**src/fsp_pkg.sv**
```systemverilog
// fsp_pkg: constants, types and register map of the boot-block flash sequencer host.
// assumes a 10 MHz pclk and a word-wide (x16) flash bus with an 18-bit word address.
package fsp_pkg;

    // ****************************************
    // timing
    // ****************************************
    localparam int CLK_NS      = 100;
    localparam int T_WP_NS     = 100;  // least write strobe width
    localparam int T_ACC_NS    = 150;  // least read access before data is taken
    localparam int T_REC_NS    = 100;  // least strobe-high recovery
    localparam int SYNC_STAGES = 2;
    localparam int WE_CYC      = (T_WP_NS + CLK_NS - 1) / CLK_NS;
    localparam int ACC_CYC     = (T_ACC_NS + CLK_NS - 1) / CLK_NS;
    localparam int REC_CYC     = (T_REC_NS + CLK_NS - 1) / CLK_NS;
    localparam int RD_CYC      = ACC_CYC + SYNC_STAGES;
    localparam int PH_LAST_INT = RD_CYC + REC_CYC - 1;
    localparam logic [3:0] PH_WE   = 4'(WE_CYC);
    localparam logic [3:0] PH_RD   = 4'(RD_CYC);
    localparam logic [3:0] PH_WEND = 4'(WE_CYC + REC_CYC - 1);
    localparam logic [3:0] PH_CAP  = 4'(RD_CYC - 1);
    localparam logic [3:0] PH_REND = 4'(PH_LAST_INT);

    // ****************************************
    // flash command codes and status bits
    // ****************************************
    localparam logic [7:0] CMD_READ_ARRAY    = 8'hff;
    localparam logic [7:0] CMD_READ_STATUS   = 8'h70;
    localparam logic [7:0] CMD_CLEAR_STATUS  = 8'h50;
    localparam logic [7:0] CMD_PROG_SETUP    = 8'h40;
    localparam logic [7:0] CMD_PROG_ALT      = 8'h10;
    localparam logic [7:0] CMD_ERASE_SETUP   = 8'h20;
    localparam logic [7:0] CMD_ERASE_CONFIRM = 8'hd0;
    localparam int SB_READY      = 7;
    localparam int SB_SUSPENDED  = 6;
    localparam int SB_ERASE_FAIL = 5;
    localparam int SB_PROG_FAIL  = 4;

    // ****************************************
    // apb register map
    // ****************************************
    localparam logic [7:0] REG_CTRL  = 8'h00;
    localparam logic [7:0] REG_ADDR  = 8'h04;
    localparam logic [7:0] REG_WDATA = 8'h08;
    localparam logic [7:0] REG_PINS  = 8'h0c;
    localparam logic [7:0] REG_STAT  = 8'h10;
    localparam logic [7:0] REG_RDATA = 8'h14;
    localparam int CTRL_ALT_BIT = 4;
    localparam logic [3:0] PINS_RST = 4'h0;
    localparam logic [3:0] OP_READ       = 4'h1;
    localparam logic [3:0] OP_RD_ARRAY   = 4'h2;
    localparam logic [3:0] OP_RD_STATUS  = 4'h3;
    localparam logic [3:0] OP_CLEAR      = 4'h4;
    localparam logic [3:0] OP_PROG       = 4'h5;
    localparam logic [3:0] OP_ERASE      = 4'h6;
    localparam logic [3:0] OP_SUSPEND    = 4'h7;
    localparam logic [3:0] OP_RESUME     = 4'h8;
    localparam int FL_ADDR_W = 18;

    // ****************************************
    // types
    // ****************************************
    typedef enum logic [5:0] {
        S_IDLE = 6'b000001,
        S_W1   = 6'b000010,
        S_W2   = 6'b000100,
        S_W3   = 6'b001000,
        S_POLL = 6'b010000,
        S_RD   = 6'b100000
    } fsp_state_e;

    typedef struct packed {
        logic                 vpp_en;
        logic                 wp_n;
        logic                 rp_hv;
        logic                 rp_n;
    } fsp_pins_s;

    typedef struct packed {
        logic [FL_ADDR_W-1:0] a;
        logic [15:0]          dq_o;
        logic                 dq_oe;
        logic                 ce_n;
        logic                 oe_n;
        logic                 we_n;
    } fsp_flash_s;

    typedef struct packed {
        fsp_state_e           st;
        logic [3:0]           ph;
        logic [3:0]           op;
        logic                 alt;
        logic [FL_ADDR_W-1:0] addr;
        logic [15:0]          wdata;
        fsp_pins_s            pins;
        logic [7:0]           status;
        logic [15:0]          rdata;
        logic [15:0]          sy1;
        logic [15:0]          sy2;
        fsp_flash_s           fl;
        logic [31:0]          prdata;
        logic                 pslverr;
    } fsp_regs_s;

endpackage

```
**src/fsp_host.sv**
```systemverilog
// fsp_host: apb-programmed host that sequences program, erase, suspend and status polls on a boot-block flash.
// assumes the flash pins are asynchronous to pclk and the flash obeys its own command interface.
//
// The implementer's own choices: the APB interface to the registers and the placing of the registers.
`timescale 1ns/100ps
`default_nettype none

module fsp_host #(
    parameter logic [7:0] CMD_SUSPEND = 8'hb0,
    parameter logic [7:0] CMD_RESUME  = 8'hd0
) (
    // clock and reset
    input  wire logic               pclk,
    input  wire logic               presetn,
    // apb slave
    input  wire logic [7:0]         paddr,
    input  wire logic               psel,
    input  wire logic               penable,
    input  wire logic               pwrite,
    input  wire logic [31:0]        pwdata,
    output logic [31:0]             prdata,
    output logic                    pready,
    output logic                    pslverr,
    // flash bus
    output fsp_pkg::fsp_flash_s     flash_bus,
    input  wire logic [15:0]        flash_dq,
    // flash control pins
    output fsp_pkg::fsp_pins_s      flash_ctl
);

    // ****************************************
    // elaboration checks
    // ****************************************
    if (fsp_pkg::PH_LAST_INT > 15) begin : g_chk_ph
        $error("phase counter too narrow for the bus timing");
    end
    if (CMD_SUSPEND == CMD_RESUME) begin : g_chk_cmd
        $error("suspend and resume codes must differ");
    end

    // ****************************************
    // helpers
    // ****************************************
    fsp_pkg::fsp_regs_s q;
    fsp_pkg::fsp_regs_s d;
    logic               busy;
    logic               susp_ok;
    logic               start_ok;
    logic               wr_st;
    logic               rd_st;

    function automatic logic [7:0] first_code(input logic [3:0] op, input logic alt);
        case (op)
            fsp_pkg::OP_RD_STATUS: first_code = fsp_pkg::CMD_READ_STATUS;
            fsp_pkg::OP_CLEAR:     first_code = fsp_pkg::CMD_CLEAR_STATUS;
            fsp_pkg::OP_PROG:      first_code = alt ? fsp_pkg::CMD_PROG_ALT : fsp_pkg::CMD_PROG_SETUP;
            fsp_pkg::OP_ERASE:     first_code = fsp_pkg::CMD_ERASE_SETUP;
            fsp_pkg::OP_SUSPEND:   first_code = CMD_SUSPEND;
            fsp_pkg::OP_RESUME:    first_code = CMD_RESUME;
            default:               first_code = fsp_pkg::CMD_READ_ARRAY;
        endcase
    endfunction

    function automatic logic op_allowed(input logic [3:0] op, input logic susp);
        // a suspended erase admits only reads and resume
        if (susp) begin
            op_allowed = (op == fsp_pkg::OP_READ) || (op == fsp_pkg::OP_RD_ARRAY) ||
                         (op == fsp_pkg::OP_RD_STATUS) || (op == fsp_pkg::OP_RESUME);
        end else begin
            op_allowed = (op >= fsp_pkg::OP_READ) && (op <= fsp_pkg::OP_RESUME);
        end
    endfunction

    assign busy     = (q.st != fsp_pkg::S_IDLE);
    // suspend may cut into an erase poll, never in the cycle that closes a poll,
    // so a poll still ends either in a fresh poll or in an idle cycle
    assign susp_ok  = (q.st == fsp_pkg::S_POLL) && (q.op == fsp_pkg::OP_ERASE) &&
                      (q.ph < fsp_pkg::PH_CAP) && (pwdata[3:0] == fsp_pkg::OP_SUSPEND);
    // device held in reset would never answer a poll, so refuse
    assign start_ok = (!busy || susp_ok) && q.pins.rp_n &&
                      op_allowed(pwdata[3:0], q.status[fsp_pkg::SB_SUSPENDED]);

    // ****************************************
    // next state
    // ****************************************
    always_comb begin
        d     = q;
        wr_st = 1'b0;
        rd_st = 1'b0;
        d.sy1 = flash_dq;
        d.sy2 = q.sy1;

        case (q.st)
            fsp_pkg::S_W1, fsp_pkg::S_W2, fsp_pkg::S_W3: begin
                d.ph = q.ph + 4'h1;
                if (q.ph == fsp_pkg::PH_WEND) begin
                    d.ph = 4'h0;
                    if (q.st == fsp_pkg::S_W3) begin
                        d.st = fsp_pkg::S_POLL;
                    end else if (q.st == fsp_pkg::S_W2) begin
                        d.st = fsp_pkg::S_W3;
                    end else if (q.op == fsp_pkg::OP_PROG || q.op == fsp_pkg::OP_ERASE) begin
                        d.st = fsp_pkg::S_W2;
                    end else if (q.op == fsp_pkg::OP_SUSPEND || q.op == fsp_pkg::OP_RESUME) begin
                        d.st = fsp_pkg::S_W3;
                    end else begin
                        d.st = fsp_pkg::S_IDLE;
                    end
                end
            end
            fsp_pkg::S_POLL, fsp_pkg::S_RD: begin
                d.ph = q.ph + 4'h1;
                if (q.ph == fsp_pkg::PH_CAP) begin
                    d.rdata = q.sy2;
                    if (q.st == fsp_pkg::S_POLL) begin
                        d.status = q.sy2[7:0];
                    end
                end
                if (q.ph == fsp_pkg::PH_REND) begin
                    d.ph = 4'h0;
                    // keep polling until the engine reports ready
                    if (q.st == fsp_pkg::S_POLL && !q.status[fsp_pkg::SB_READY]) begin
                        d.st = fsp_pkg::S_POLL;
                    end else begin
                        d.st = fsp_pkg::S_IDLE;
                    end
                end
            end
            default: begin
                d.st = fsp_pkg::S_IDLE;
                d.ph = 4'h0;
            end
        endcase

        // apb setup phase: answer and refusal decided here, held for the access phase
        if (psel && !penable) begin
            d.pslverr = 1'b0;
            d.prdata  = 32'h0;
            case (paddr)
                fsp_pkg::REG_CTRL: begin
                    d.pslverr = pwrite && !start_ok;
                    d.prdata  = {27'h0, q.alt, q.op};
                end
                fsp_pkg::REG_ADDR:  d.prdata = {14'h0, q.addr};
                fsp_pkg::REG_WDATA: d.prdata = {16'h0, q.wdata};
                fsp_pkg::REG_PINS:  d.prdata = {28'h0, q.pins};
                fsp_pkg::REG_STAT: begin
                    d.pslverr = pwrite;
                    d.prdata  = {16'h0, q.status[7:3], 3'h0, 5'h0,
                                 q.status[fsp_pkg::SB_SUSPENDED],
                                 q.status[fsp_pkg::SB_PROG_FAIL] & q.status[fsp_pkg::SB_ERASE_FAIL],
                                 busy};
                end
                fsp_pkg::REG_RDATA: begin
                    d.pslverr = pwrite;
                    d.prdata  = {16'h0, q.rdata};
                end
                default: d.pslverr = 1'b1;
            endcase
        end

        // apb access phase: writes take effect here
        if (psel && penable && pwrite && !q.pslverr) begin
            case (paddr)
                fsp_pkg::REG_CTRL: begin
                    d.op  = pwdata[3:0];
                    d.alt = pwdata[fsp_pkg::CTRL_ALT_BIT];
                    d.ph  = 4'h0;
                    d.st  = (pwdata[3:0] == fsp_pkg::OP_READ) ? fsp_pkg::S_RD : fsp_pkg::S_W1;
                end
                fsp_pkg::REG_ADDR:  d.addr  = pwdata[fsp_pkg::FL_ADDR_W-1:0];
                fsp_pkg::REG_WDATA: d.wdata = pwdata[15:0];
                fsp_pkg::REG_PINS:  d.pins  = fsp_pkg::fsp_pins_s'(pwdata[3:0]);
                default: d.pins = q.pins;
            endcase
        end

        // bus strobes follow the next state so they line up with it
        wr_st       = (d.st == fsp_pkg::S_W1) || (d.st == fsp_pkg::S_W2) || (d.st == fsp_pkg::S_W3);
        rd_st       = (d.st == fsp_pkg::S_POLL) || (d.st == fsp_pkg::S_RD);
        d.fl.a      = d.addr;
        d.fl.dq_oe  = wr_st;
        d.fl.we_n   = !(wr_st && d.ph < fsp_pkg::PH_WE);
        d.fl.oe_n   = !(rd_st && d.ph < fsp_pkg::PH_RD);
        d.fl.ce_n   = d.fl.we_n && d.fl.oe_n;
        if (d.st == fsp_pkg::S_W3) begin
            d.fl.dq_o = {8'h0, fsp_pkg::CMD_READ_STATUS};
        end else if (d.st == fsp_pkg::S_W2) begin
            d.fl.dq_o = (d.op == fsp_pkg::OP_PROG) ? d.wdata : {8'h0, fsp_pkg::CMD_ERASE_CONFIRM};
        end else if (d.st == fsp_pkg::S_W1) begin
            d.fl.dq_o = {8'h0, first_code(d.op, d.alt)};
        end else begin
            d.fl.dq_o = 16'h0;
        end
    end

    always_ff @(posedge pclk or negedge presetn) begin
        if (!presetn) begin
            q         <= '0;
            q.st      <= fsp_pkg::S_IDLE;
            q.pins    <= fsp_pkg::PINS_RST;
            q.fl.ce_n <= 1'b1;
            q.fl.oe_n <= 1'b1;
            q.fl.we_n <= 1'b1;
        end else begin
            q <= d;
        end
    end

    assign prdata    = q.prdata;
    assign pslverr   = q.pslverr;
    assign pready    = 1'b1;
    assign flash_bus = q.fl;
    assign flash_ctl = q.pins;

    // ****************************************
    // assertions
    // ****************************************
    AST_POLL_FRESH_EDGE: assert property (@(posedge pclk) disable iff (!presetn)
        (q.st == fsp_pkg::S_POLL && q.ph == 4'h0) |-> $fell(q.fl.oe_n) && $fell(q.fl.ce_n))
        else $error("status poll started without a fresh strobe edge");
    AST_NO_WE_OE_CLASH: assert property (@(posedge pclk) disable iff (!presetn)
        !(!q.fl.we_n && !q.fl.oe_n))
        else $error("write and output enable low together");
    AST_PROG_SETUP_CODE: assert property (@(posedge pclk) disable iff (!presetn)
        (q.st == fsp_pkg::S_W1 && q.op == fsp_pkg::OP_PROG && !q.fl.we_n) |->
        q.fl.dq_o[7:0] == (q.alt ? fsp_pkg::CMD_PROG_ALT : fsp_pkg::CMD_PROG_SETUP))
        else $error("wrong program setup code");
    AST_PROG_TWO_WRITES: assert property (@(posedge pclk) disable iff (!presetn)
        (q.st == fsp_pkg::S_W1 && q.op == fsp_pkg::OP_PROG && q.ph == fsp_pkg::PH_WEND) |=>
        (q.st == fsp_pkg::S_W2 && !q.fl.we_n && q.fl.dq_o == q.wdata))
        else $error("program data write did not follow setup");
    AST_ERASE_IN_BLOCK: assert property (@(posedge pclk) disable iff (!presetn)
        (q.op == fsp_pkg::OP_ERASE && !q.fl.we_n && (q.st == fsp_pkg::S_W1 || q.st == fsp_pkg::S_W2)) |->
        q.fl.a == q.addr && q.fl.dq_o[7:0] == ((q.st == fsp_pkg::S_W1) ? fsp_pkg::CMD_ERASE_SETUP
                                                                       : fsp_pkg::CMD_ERASE_CONFIRM))
        else $error("erase write off block or wrong code");
    AST_ONLY_STATUS_WHILE_BUSY: assert property (@(posedge pclk) disable iff (!presetn)
        (q.st == fsp_pkg::S_POLL) |-> q.fl.we_n && !q.fl.dq_oe)
        else $error("write issued while the engine is busy");
    AST_POLL_UNTIL_READY: assert property (@(posedge pclk) disable iff (!presetn)
        (q.st == fsp_pkg::S_POLL && q.ph == fsp_pkg::PH_REND && !q.status[fsp_pkg::SB_READY]) |=>
        (q.st == fsp_pkg::S_POLL && q.ph == 4'h0 && busy))
        else $error("poll ended before the engine was ready");
    AST_READY_ENDS: assert property (@(posedge pclk) disable iff (!presetn)
        (q.st == fsp_pkg::S_POLL && q.ph == fsp_pkg::PH_REND && q.status[fsp_pkg::SB_READY]) |=>
        !busy ##1 q.fl.ce_n)
        else $error("sequence did not end on ready");
    AST_RESUME_SELECTED: assert property (@(posedge pclk) disable iff (!presetn)
        (q.st == fsp_pkg::S_W1 && q.op == fsp_pkg::OP_RESUME && !q.fl.we_n) |->
        !q.fl.ce_n && q.fl.dq_o[7:0] == CMD_RESUME)
        else $error("resume written without chip select");
    AST_SUSPEND_GATE: assert property (@(posedge pclk) disable iff (!presetn)
        (psel && !penable && pwrite && paddr == fsp_pkg::REG_CTRL && q.status[fsp_pkg::SB_SUSPENDED] &&
         (pwdata[3:0] == fsp_pkg::OP_PROG || pwdata[3:0] == fsp_pkg::OP_ERASE)) |=> pslverr)
        else $error("forbidden command accepted during suspend");

endmodule // fsp_host

`default_nettype wire

```
**config.mk**
```make
export PLATFORM = sky130hd
export DESIGN_NAME = fsp_host
export DESIGN_NICKNAME = d
export VERILOG_FILES = /design/src/fsp_pkg.sv /design/src/fsp_host.sv
export SDC_FILE = /design/constraint.sdc
export NUM_CORES = 1
export LEC_CHECK = 0
export BUFFER_PORTS_ARGS = -buffer_cell sky130_fd_sc_hd__buf_2
export CAP_MARGIN = 0
export CELL_PAD_IN_SITES_DETAIL_PLACEMENT = 0
export CELL_PAD_IN_SITES_GLOBAL_PLACEMENT = 2
export CORE_MARGIN = 5
export CORE_UTILIZATION = 38
export CTS_CLUSTER_SIZE = 10
export DETAILED_ROUTE_END_ITERATION = 7
export GPL_ROUTABILITY_DRIVEN = 0
export PLACE_DENSITY = 0.93
export REMOVE_ABC_BUFFERS = 1
export SLEW_MARGIN = 40
export SYNTH_ARGS = -nofsm -noshare
export SYNTH_HDL_FRONTEND = slang
export SYNTH_SLANG_ARGS = --single-unit
```
**constraint.sdc**
```tcl
create_clock -name pclk -period 5.65 [get_ports pclk]
set_input_delay 0.8475 -clock pclk [delete_from_list [all_inputs] [get_ports pclk]]
set_output_delay 0.8475 -clock pclk [all_outputs]
set_load 0.03 [all_outputs]
```
==> metrics.txt, run 1 <==
Initial DRC Count 285; Bufs on Longest Clock Path 2; FFs w/ async S/R, synth 100.0%; vias in the first global route 4,475; Hold Buf Count CTS 0; crit end category flip-flop; share of cells above drive strength 1 34.22%; Crit path required time 5.94 ns; HPWL after DPL 11,300 microns; Wirelength per Cell 18.23 microns; Setup crit start kind primary input; Clk Latency, worst-skew pair 0.42 ns; Final #Nets 692; Max IR drop VDD 0.0002476 V; highest clock rate 288.2 MHz; LEAKAGE 3.772 nW; post-CTS setup buffers 0; clock-pin slew on the worst setup and hold paths 0.06 ns; most common cell in the netlist dfrtp_1; overall global routing resource usage 15.72%; die height 142.6 microns; synth unique cells 60; register area share after synthesis 54.36%; max-slew violations 0; worst path arrival time 3.76 ns; vias per cell 5.141; Ys Warns 0; Most used DFF post-synth dfrtp_1; Final ANT Viol Nets 0; die footprint 20,340 sq um; CTS tree yes; Fin. Hold Viols 0; RSZ-0062 raised after global routing false; Post-Syn Area per Cell 11.41 sq um; number of flops mapped to enable cells by yosys 0; Die W 142.6 microns; fill count 1,588; Clock Sinks 145; status completed; critical path class primary input to flip-flop; Max Clock Skew 0.006912 ns; Slew @ Worst Pin 0.8004 ns; Routed WL 15,770 microns; total via count in the routed design 4,447; Final Critical Period 3.469 ns; I/O pin count 137; Port Buffer Count 107; top cells by instance count after synthesis dfrtp_1 (141), buf_4 (76), mux2_2 (62), nand2_1 (46), o21ai_0 (33); Core Box Area 17,300 sq um; drt drc 0; P per Cell Area 323.2 nW/um^2; Slew headroom 46.64%; antenna violations before repair 0; Final Util 44.13%; Hold Crit Class primary input to async pin; Final period util 61.40%; mapped cell area 6684 sq um; Reg area 3633 sq um; Worst Path Max Fanout 16; area fraction of the dominant cell type after synthesis 52.79%; Multi-input gate area 2399 sq um; H-tree depth 4; Area growth syn-to-layout 14.21%; first-pass GRT wire length 24,620 microns; top cells by area, synth dfrtp_1 (53%), mux2_2 (10%), buf_4 (8.5%); post-synth top area cell dfrtp_1; Post-Synthesis Cells 586; Ant. Diodes 0; total negative setup slack 0 ns; gr ovfl total 0; Starting Density 38.64%; largest net degree at the start of global routing 103; post-synthesis register bit count 145; CTS Buf Count 17; MaxCap Viol Count 0; CTS Root Cell clkbuf_16; Detailed Routing Iterations Pass 1 7; final setup violation count 0; post-cts sizing count 0; row count 48
worst max-delay path, cell delays in order:
cell and delay (ns):
buf_2 0.09, or4_4 0.56, or2_4 0.27, nor4b_4 0.64, and2_2 0.59, mux2_2 0.41, a311o_1 0.34
path summary, 6_finish.rpt:
kind,from,endpoint,slack (ns),cells after the start
setup / recovery,paddr[1],flash_bus[9],2.18,7
hold / removal,presetn,flash_bus[29],0.29,1
setup reg to reg,pslverr,flash_bus[5],3.02,7
hold reg to reg,d[71],q[71],0.35,0
max in group asynchronous,presetn,prdata[5],4.51,2
min in group pclk,d[71],q[71],0.35,0
kinds of logic after synthesis:
logic type / Yosys count / share of synthesized area [%]
flip-flops: 145 / 54.36
AND/OR/NAND/NOR: 144 / 11.27
buffers and inverters: 112 / 10.73
AO/OA/AOI/OAI: 99 / 9.435
multiplexers: 74 / 12.62
XOR/XNOR: 7 / 0.9173
adder cells (fa/ha/maj): 3 / 0.5616
other: 2 / 0.1124
cell type report:
| cell class | instances | area share, % |
|---|---|---|
| Clock inverter | 13 | 3.376 |
| Inverter | 12 | 0.5901 |
| Tap cell | 225 | 3.688 |
| Multi-Input combinational cell | 342 | 31.42 |
| Clock buffer | 18 | 5.622 |
| Timing Repair Buffer | 110 | 7.704 |
| Sequential cell | 145 | 47.60 |
report_power, final:
part	internal (mW)	leakage [nW]	switching, mW
sequential	1.06	1.93	0.00931
clock	0.873	0.331	0.431
combinational	0.0294	1.51	0.0643
total	1.96	3.77	0.505
registers in the layout (all words and copies together) (netlist names):
register   flops
flash_ctl      4
q             68
d             16
prdata        18
flash_bus     38
pslverr        1
cells in the final DEF, fill, tap and decap left out, types with 6 or more instances in the layout:
cell / instances
o21ai_0: 33
mux2i_1: 10
nand2b_1: 8
buf_2: 106
nand3_1: 6
a21oi_1: 23
nor2_1: 29
clkbuf_16: 17
inv_1: 12
and2_1: 6
and3_1: 12
mux2_2: 62
dfrtp_1: 141
conb_1: 15
nand2_1: 46
bufinv_16: 7
metrics by stage:
stage	cell area, sq um	cells	setup WS (ns)	power (mW)	hold WS (ns)
floorplan	6061	499	2.192	1.119	0.3312
global placement	6899	833	1.489	1.176	0.3337
detailed placement	6905	833	1.766	1.180	0.3347
CTS	7592	864	2.179	2.487	0.3479
global route	7634	865	2.097	2.551	0.2887
finish	7634	865	2.181	2.467	0.2859
metal layers:
metal  global-route usage [%]  share of wire, %  vias up  wire length, microns
met4                    6.103               2.4        0                   386
met3                    4.086               6.4       32                  1010
li1                         -                 -     2055                     -
met5                        0                 0        -                     0
met2                    23.91                47      152                  7471
met1                    21.64                44     2208                  6904
Note: power is estimated with default switching activity, not from simulation.
==> inputs of run 2 (changes only) <==
--- a/config.mk
+++ b/config.mk
@@ -10,11 +10,11 @@
 export CELL_PAD_IN_SITES_DETAIL_PLACEMENT = 0
 export CELL_PAD_IN_SITES_GLOBAL_PLACEMENT = 2
 export CORE_MARGIN = 5
-export CORE_UTILIZATION = 38
+export CORE_UTILIZATION = 35
 export CTS_CLUSTER_SIZE = 10
 export DETAILED_ROUTE_END_ITERATION = 7
 export GPL_ROUTABILITY_DRIVEN = 0
-export PLACE_DENSITY = 0.93
+export PLACE_DENSITY = 0.88
 export REMOVE_ABC_BUFFERS = 1
 export SLEW_MARGIN = 40
 export SYNTH_ARGS = -nofsm -noshare
==> constraint.sdc (replaced) <==
create_clock -name pclk -period 3.3 [get_ports pclk]
set_input_delay 0.495 -clock pclk [delete_from_list [all_inputs] [get_ports pclk]]
set_output_delay 0.495 -clock pclk [all_outputs]
set_load 0.03 [all_outputs]
==> run 2 against run 1 <==
Against the previous run: via count up 0.25%; global-route usage decreased by 0.89 points; register-to-register slack lost 2.3 ns; count of clock-buffer cells in the layout is 2 higher; clock skew up 0.00069 ns; first-iteration DRC count shrank 18%; die area increased by 8.0%; critical endpoint is now flash_bus[8].
==> metrics.txt, run 2 (synthesis gave the netlist of run 1 again) <==
total via count in the routed design 4,458 (+0.25%); Core Box Area 18,770 sq um (+8.5%); Top Layer Used met4; Final period util 77.25%; Reg with most FFs q; Setup crit start kind primary input; row count 50 (+4.2%); Starting Density 35.61% (-3.0 points); H-tree depth 4 (unchanged); Worst Path Max Fanout 5 (-11); status completed; highest clock rate 392.3 MHz; Routed WL 15,910 microns (+0.89%); Clock Sinks 145 (unchanged); overall global routing resource usage 14.83% (-0.89 points); Max Clock Skew 0.007599 ns (+0.0006872 ns); Area growth syn-to-layout 14.60%; Port Buffer Count 107 (unchanged); post-CTS setup buffers 0 (unchanged); Worst path top cell family by delay simple AND/OR/NAND/NOR gates; vias per cell 5.015 (-2.5%); Die W 148.2 microns (+3.9%); first-pass GRT wire length 25,520 microns (+3.6%); Slew headroom 48.99% (+2.4 points); DRT met1 WL 7007 microns (+1.5%); Final ANT Viol Nets 0 (unchanged); Wirelength per Cell 17.90 microns (-1.8%); die footprint 21,960 sq um (+8.0%); final setup violation count 0 (unchanged); CTS Buf Count 17 (unchanged); leading cell types in the layout, fill and taps excluded dfrtp_1 (141), buf_2 (106), mux2_2 (62), nand2_1 (46), o21ai_0 (33); drt drc 0 (unchanged); CTS Root Cell clkbuf_16; vias in the first global route 4,700 (+5.0%); Ant. Diodes 0 (unchanged); worst path arrival time 2.85 ns (-0.91 ns); Setup WS post-layout 0.7509 ns (-1.430 ns); worst r2r src q[170]; CTS tree yes; P per Cell Area 518.2 nW/um^2 (+60%); met3 wire len 906 microns (-10%); Final Critical Period 2.549 ns; HPWL after DPL 11,690 microns (+3.5%); Multi-input gate area 2382 sq um (-0.68%); Bufs on Longest Clock Path 2 (unchanged); Clk Latency, worst-skew pair 0.42 ns (about the same); Detail Route met2 WL 7581 microns (+1.5%); worst hold margin 0.02958 ns (-0.2563 ns); total negative setup slack 0 ns (unchanged); worst stage delay on the critical path 0.56 ns (-0.08 ns); gr ovfl total 0 (unchanged); crit end category flip-flop; Max IR drop VDD 0.0003741 V (+51%); clock-pin slew on the worst setup and hold paths 0.06 ns (about the same); r2r endpoint flash_bus[7]; worst path bufs/invs 2 (+1); Fin. Hold Viols 0 (unchanged); Slew @ Worst Pin 0.7581 ns (-0.04231 ns); crit-path cells buf_2, or4_4, or2_4, nor4b_4, and2_1, buf_4, mux2_2, o31ai_1, nand2_1; max-slew violations 0 (unchanged); Hold Crit Class primary input to async pin; flop-to-flop setup slack 0.76 ns (-2.26 ns); MaxCap Viol Count 0 (unchanged); I/O pin count 137 (unchanged); Post-Place Setup Slack 0.3294 ns (-1.436 ns); FF-to-FF path depth 8 (+1); Hold Buf Count CTS 0 (unchanged); LEAKAGE 3.804 nW (+0.85%); Detailed Routing Iterations Pass 1 6 (-1); commonest non-fill, non-tap cell in the layout dfrtp_1; share of cells above drive strength 1 34.96% (+0.74 points); Crit path required time 3.60 ns (-2.34 ns); antenna violations before repair 0 (unchanged); Initial DRC Count 233 (-18%); post-cts sizing count 0 (unchanged); critical path class primary input to flip-flop; largest net degree at the start of global routing 66 (-36%); die height 148.2 microns (+3.9%); RSZ-0062 raised after global routing false; Final #Nets 706 (+2.0%); max reg flops 68 (unchanged); crit path max-delay cell type or4_4; fill count 1,817 (+14%); Reg area 3633 sq um (unchanged)
-- run 2: cell types whose count changed in the layout (fill, tap and decap cells not counted), sizes merged --
cell,change
buf,+14
inv,+1
clkinvlp,+1
clkbuf,+2
bufinv,-4
clkinv,+1
-- run 2: worst max path at each step --
stage	start	endpoint	slack [ns]	depth (start not counted)
CTS	paddr[1]	flash_bus[8]	0.77	9
finish	paddr[1]	flash_bus[8]	0.75	9
global placement	paddr[1]	flash_bus[8]	0.32	9
detailed placement	paddr[1]	flash_bus[8]	0.33	9
global route	q[171]	flash_bus[7]	0.54	9
floorplan	paddr[1]	flash_bus[9]	0.19	6
-- run 2: per-layer routing --
metal  up-vias  global-route usage [%]
met5         -                       0
met3        27                   3.382
met1      2227                   19.86
li1       2067                       -
met2       137                   23.34
met4         0                   6.143
-- run 2: layout make-up --
class                   count  area share, %
flip-flops and latches    145          47.44
multi-input cells         342          31.10
repair buffers            124          9.066
clock buffers              20          5.962
well taps                 234          3.822
clock inverters            12          2.025
inverters                  12         0.5880
-- run 2: power breakdown --
| group | switching (mW) | internal (mW) |
|---|---|---|
| Sequential | 0.0162 | 1.81 |
| Combinational | 0.111 | 0.0524 |
| Clock | 0.743 | 1.23 |
-- run 2: worst register-to-register path, stage by stage (launching register included) --
cell      delay (ns)
dfrtp_1         0.44
ha_1            0.20
nor3b_1         0.55
and3_1          0.25
a211oi_1        0.06
o21ai_0         0.24
a21oi_1         0.19
or3_1           0.37
a21oi_1         0.17
-- run 2: metrics by stage --
stage / power, mW / cell area, sq um / instances / utilization [%]
CTS: 4.016 / 7660 / 889 / 40.81
global route: 4.104 / 7660 / 889 / 40.81
finish: 3.969 / 7660 / 889 / 40.81
detailed placement: 2.028 / 7048 / 857 / 37.55
global placement: 2.023 / 7048 / 857 / 37.55
floorplan: 1.916 / 6061 / 499 / -
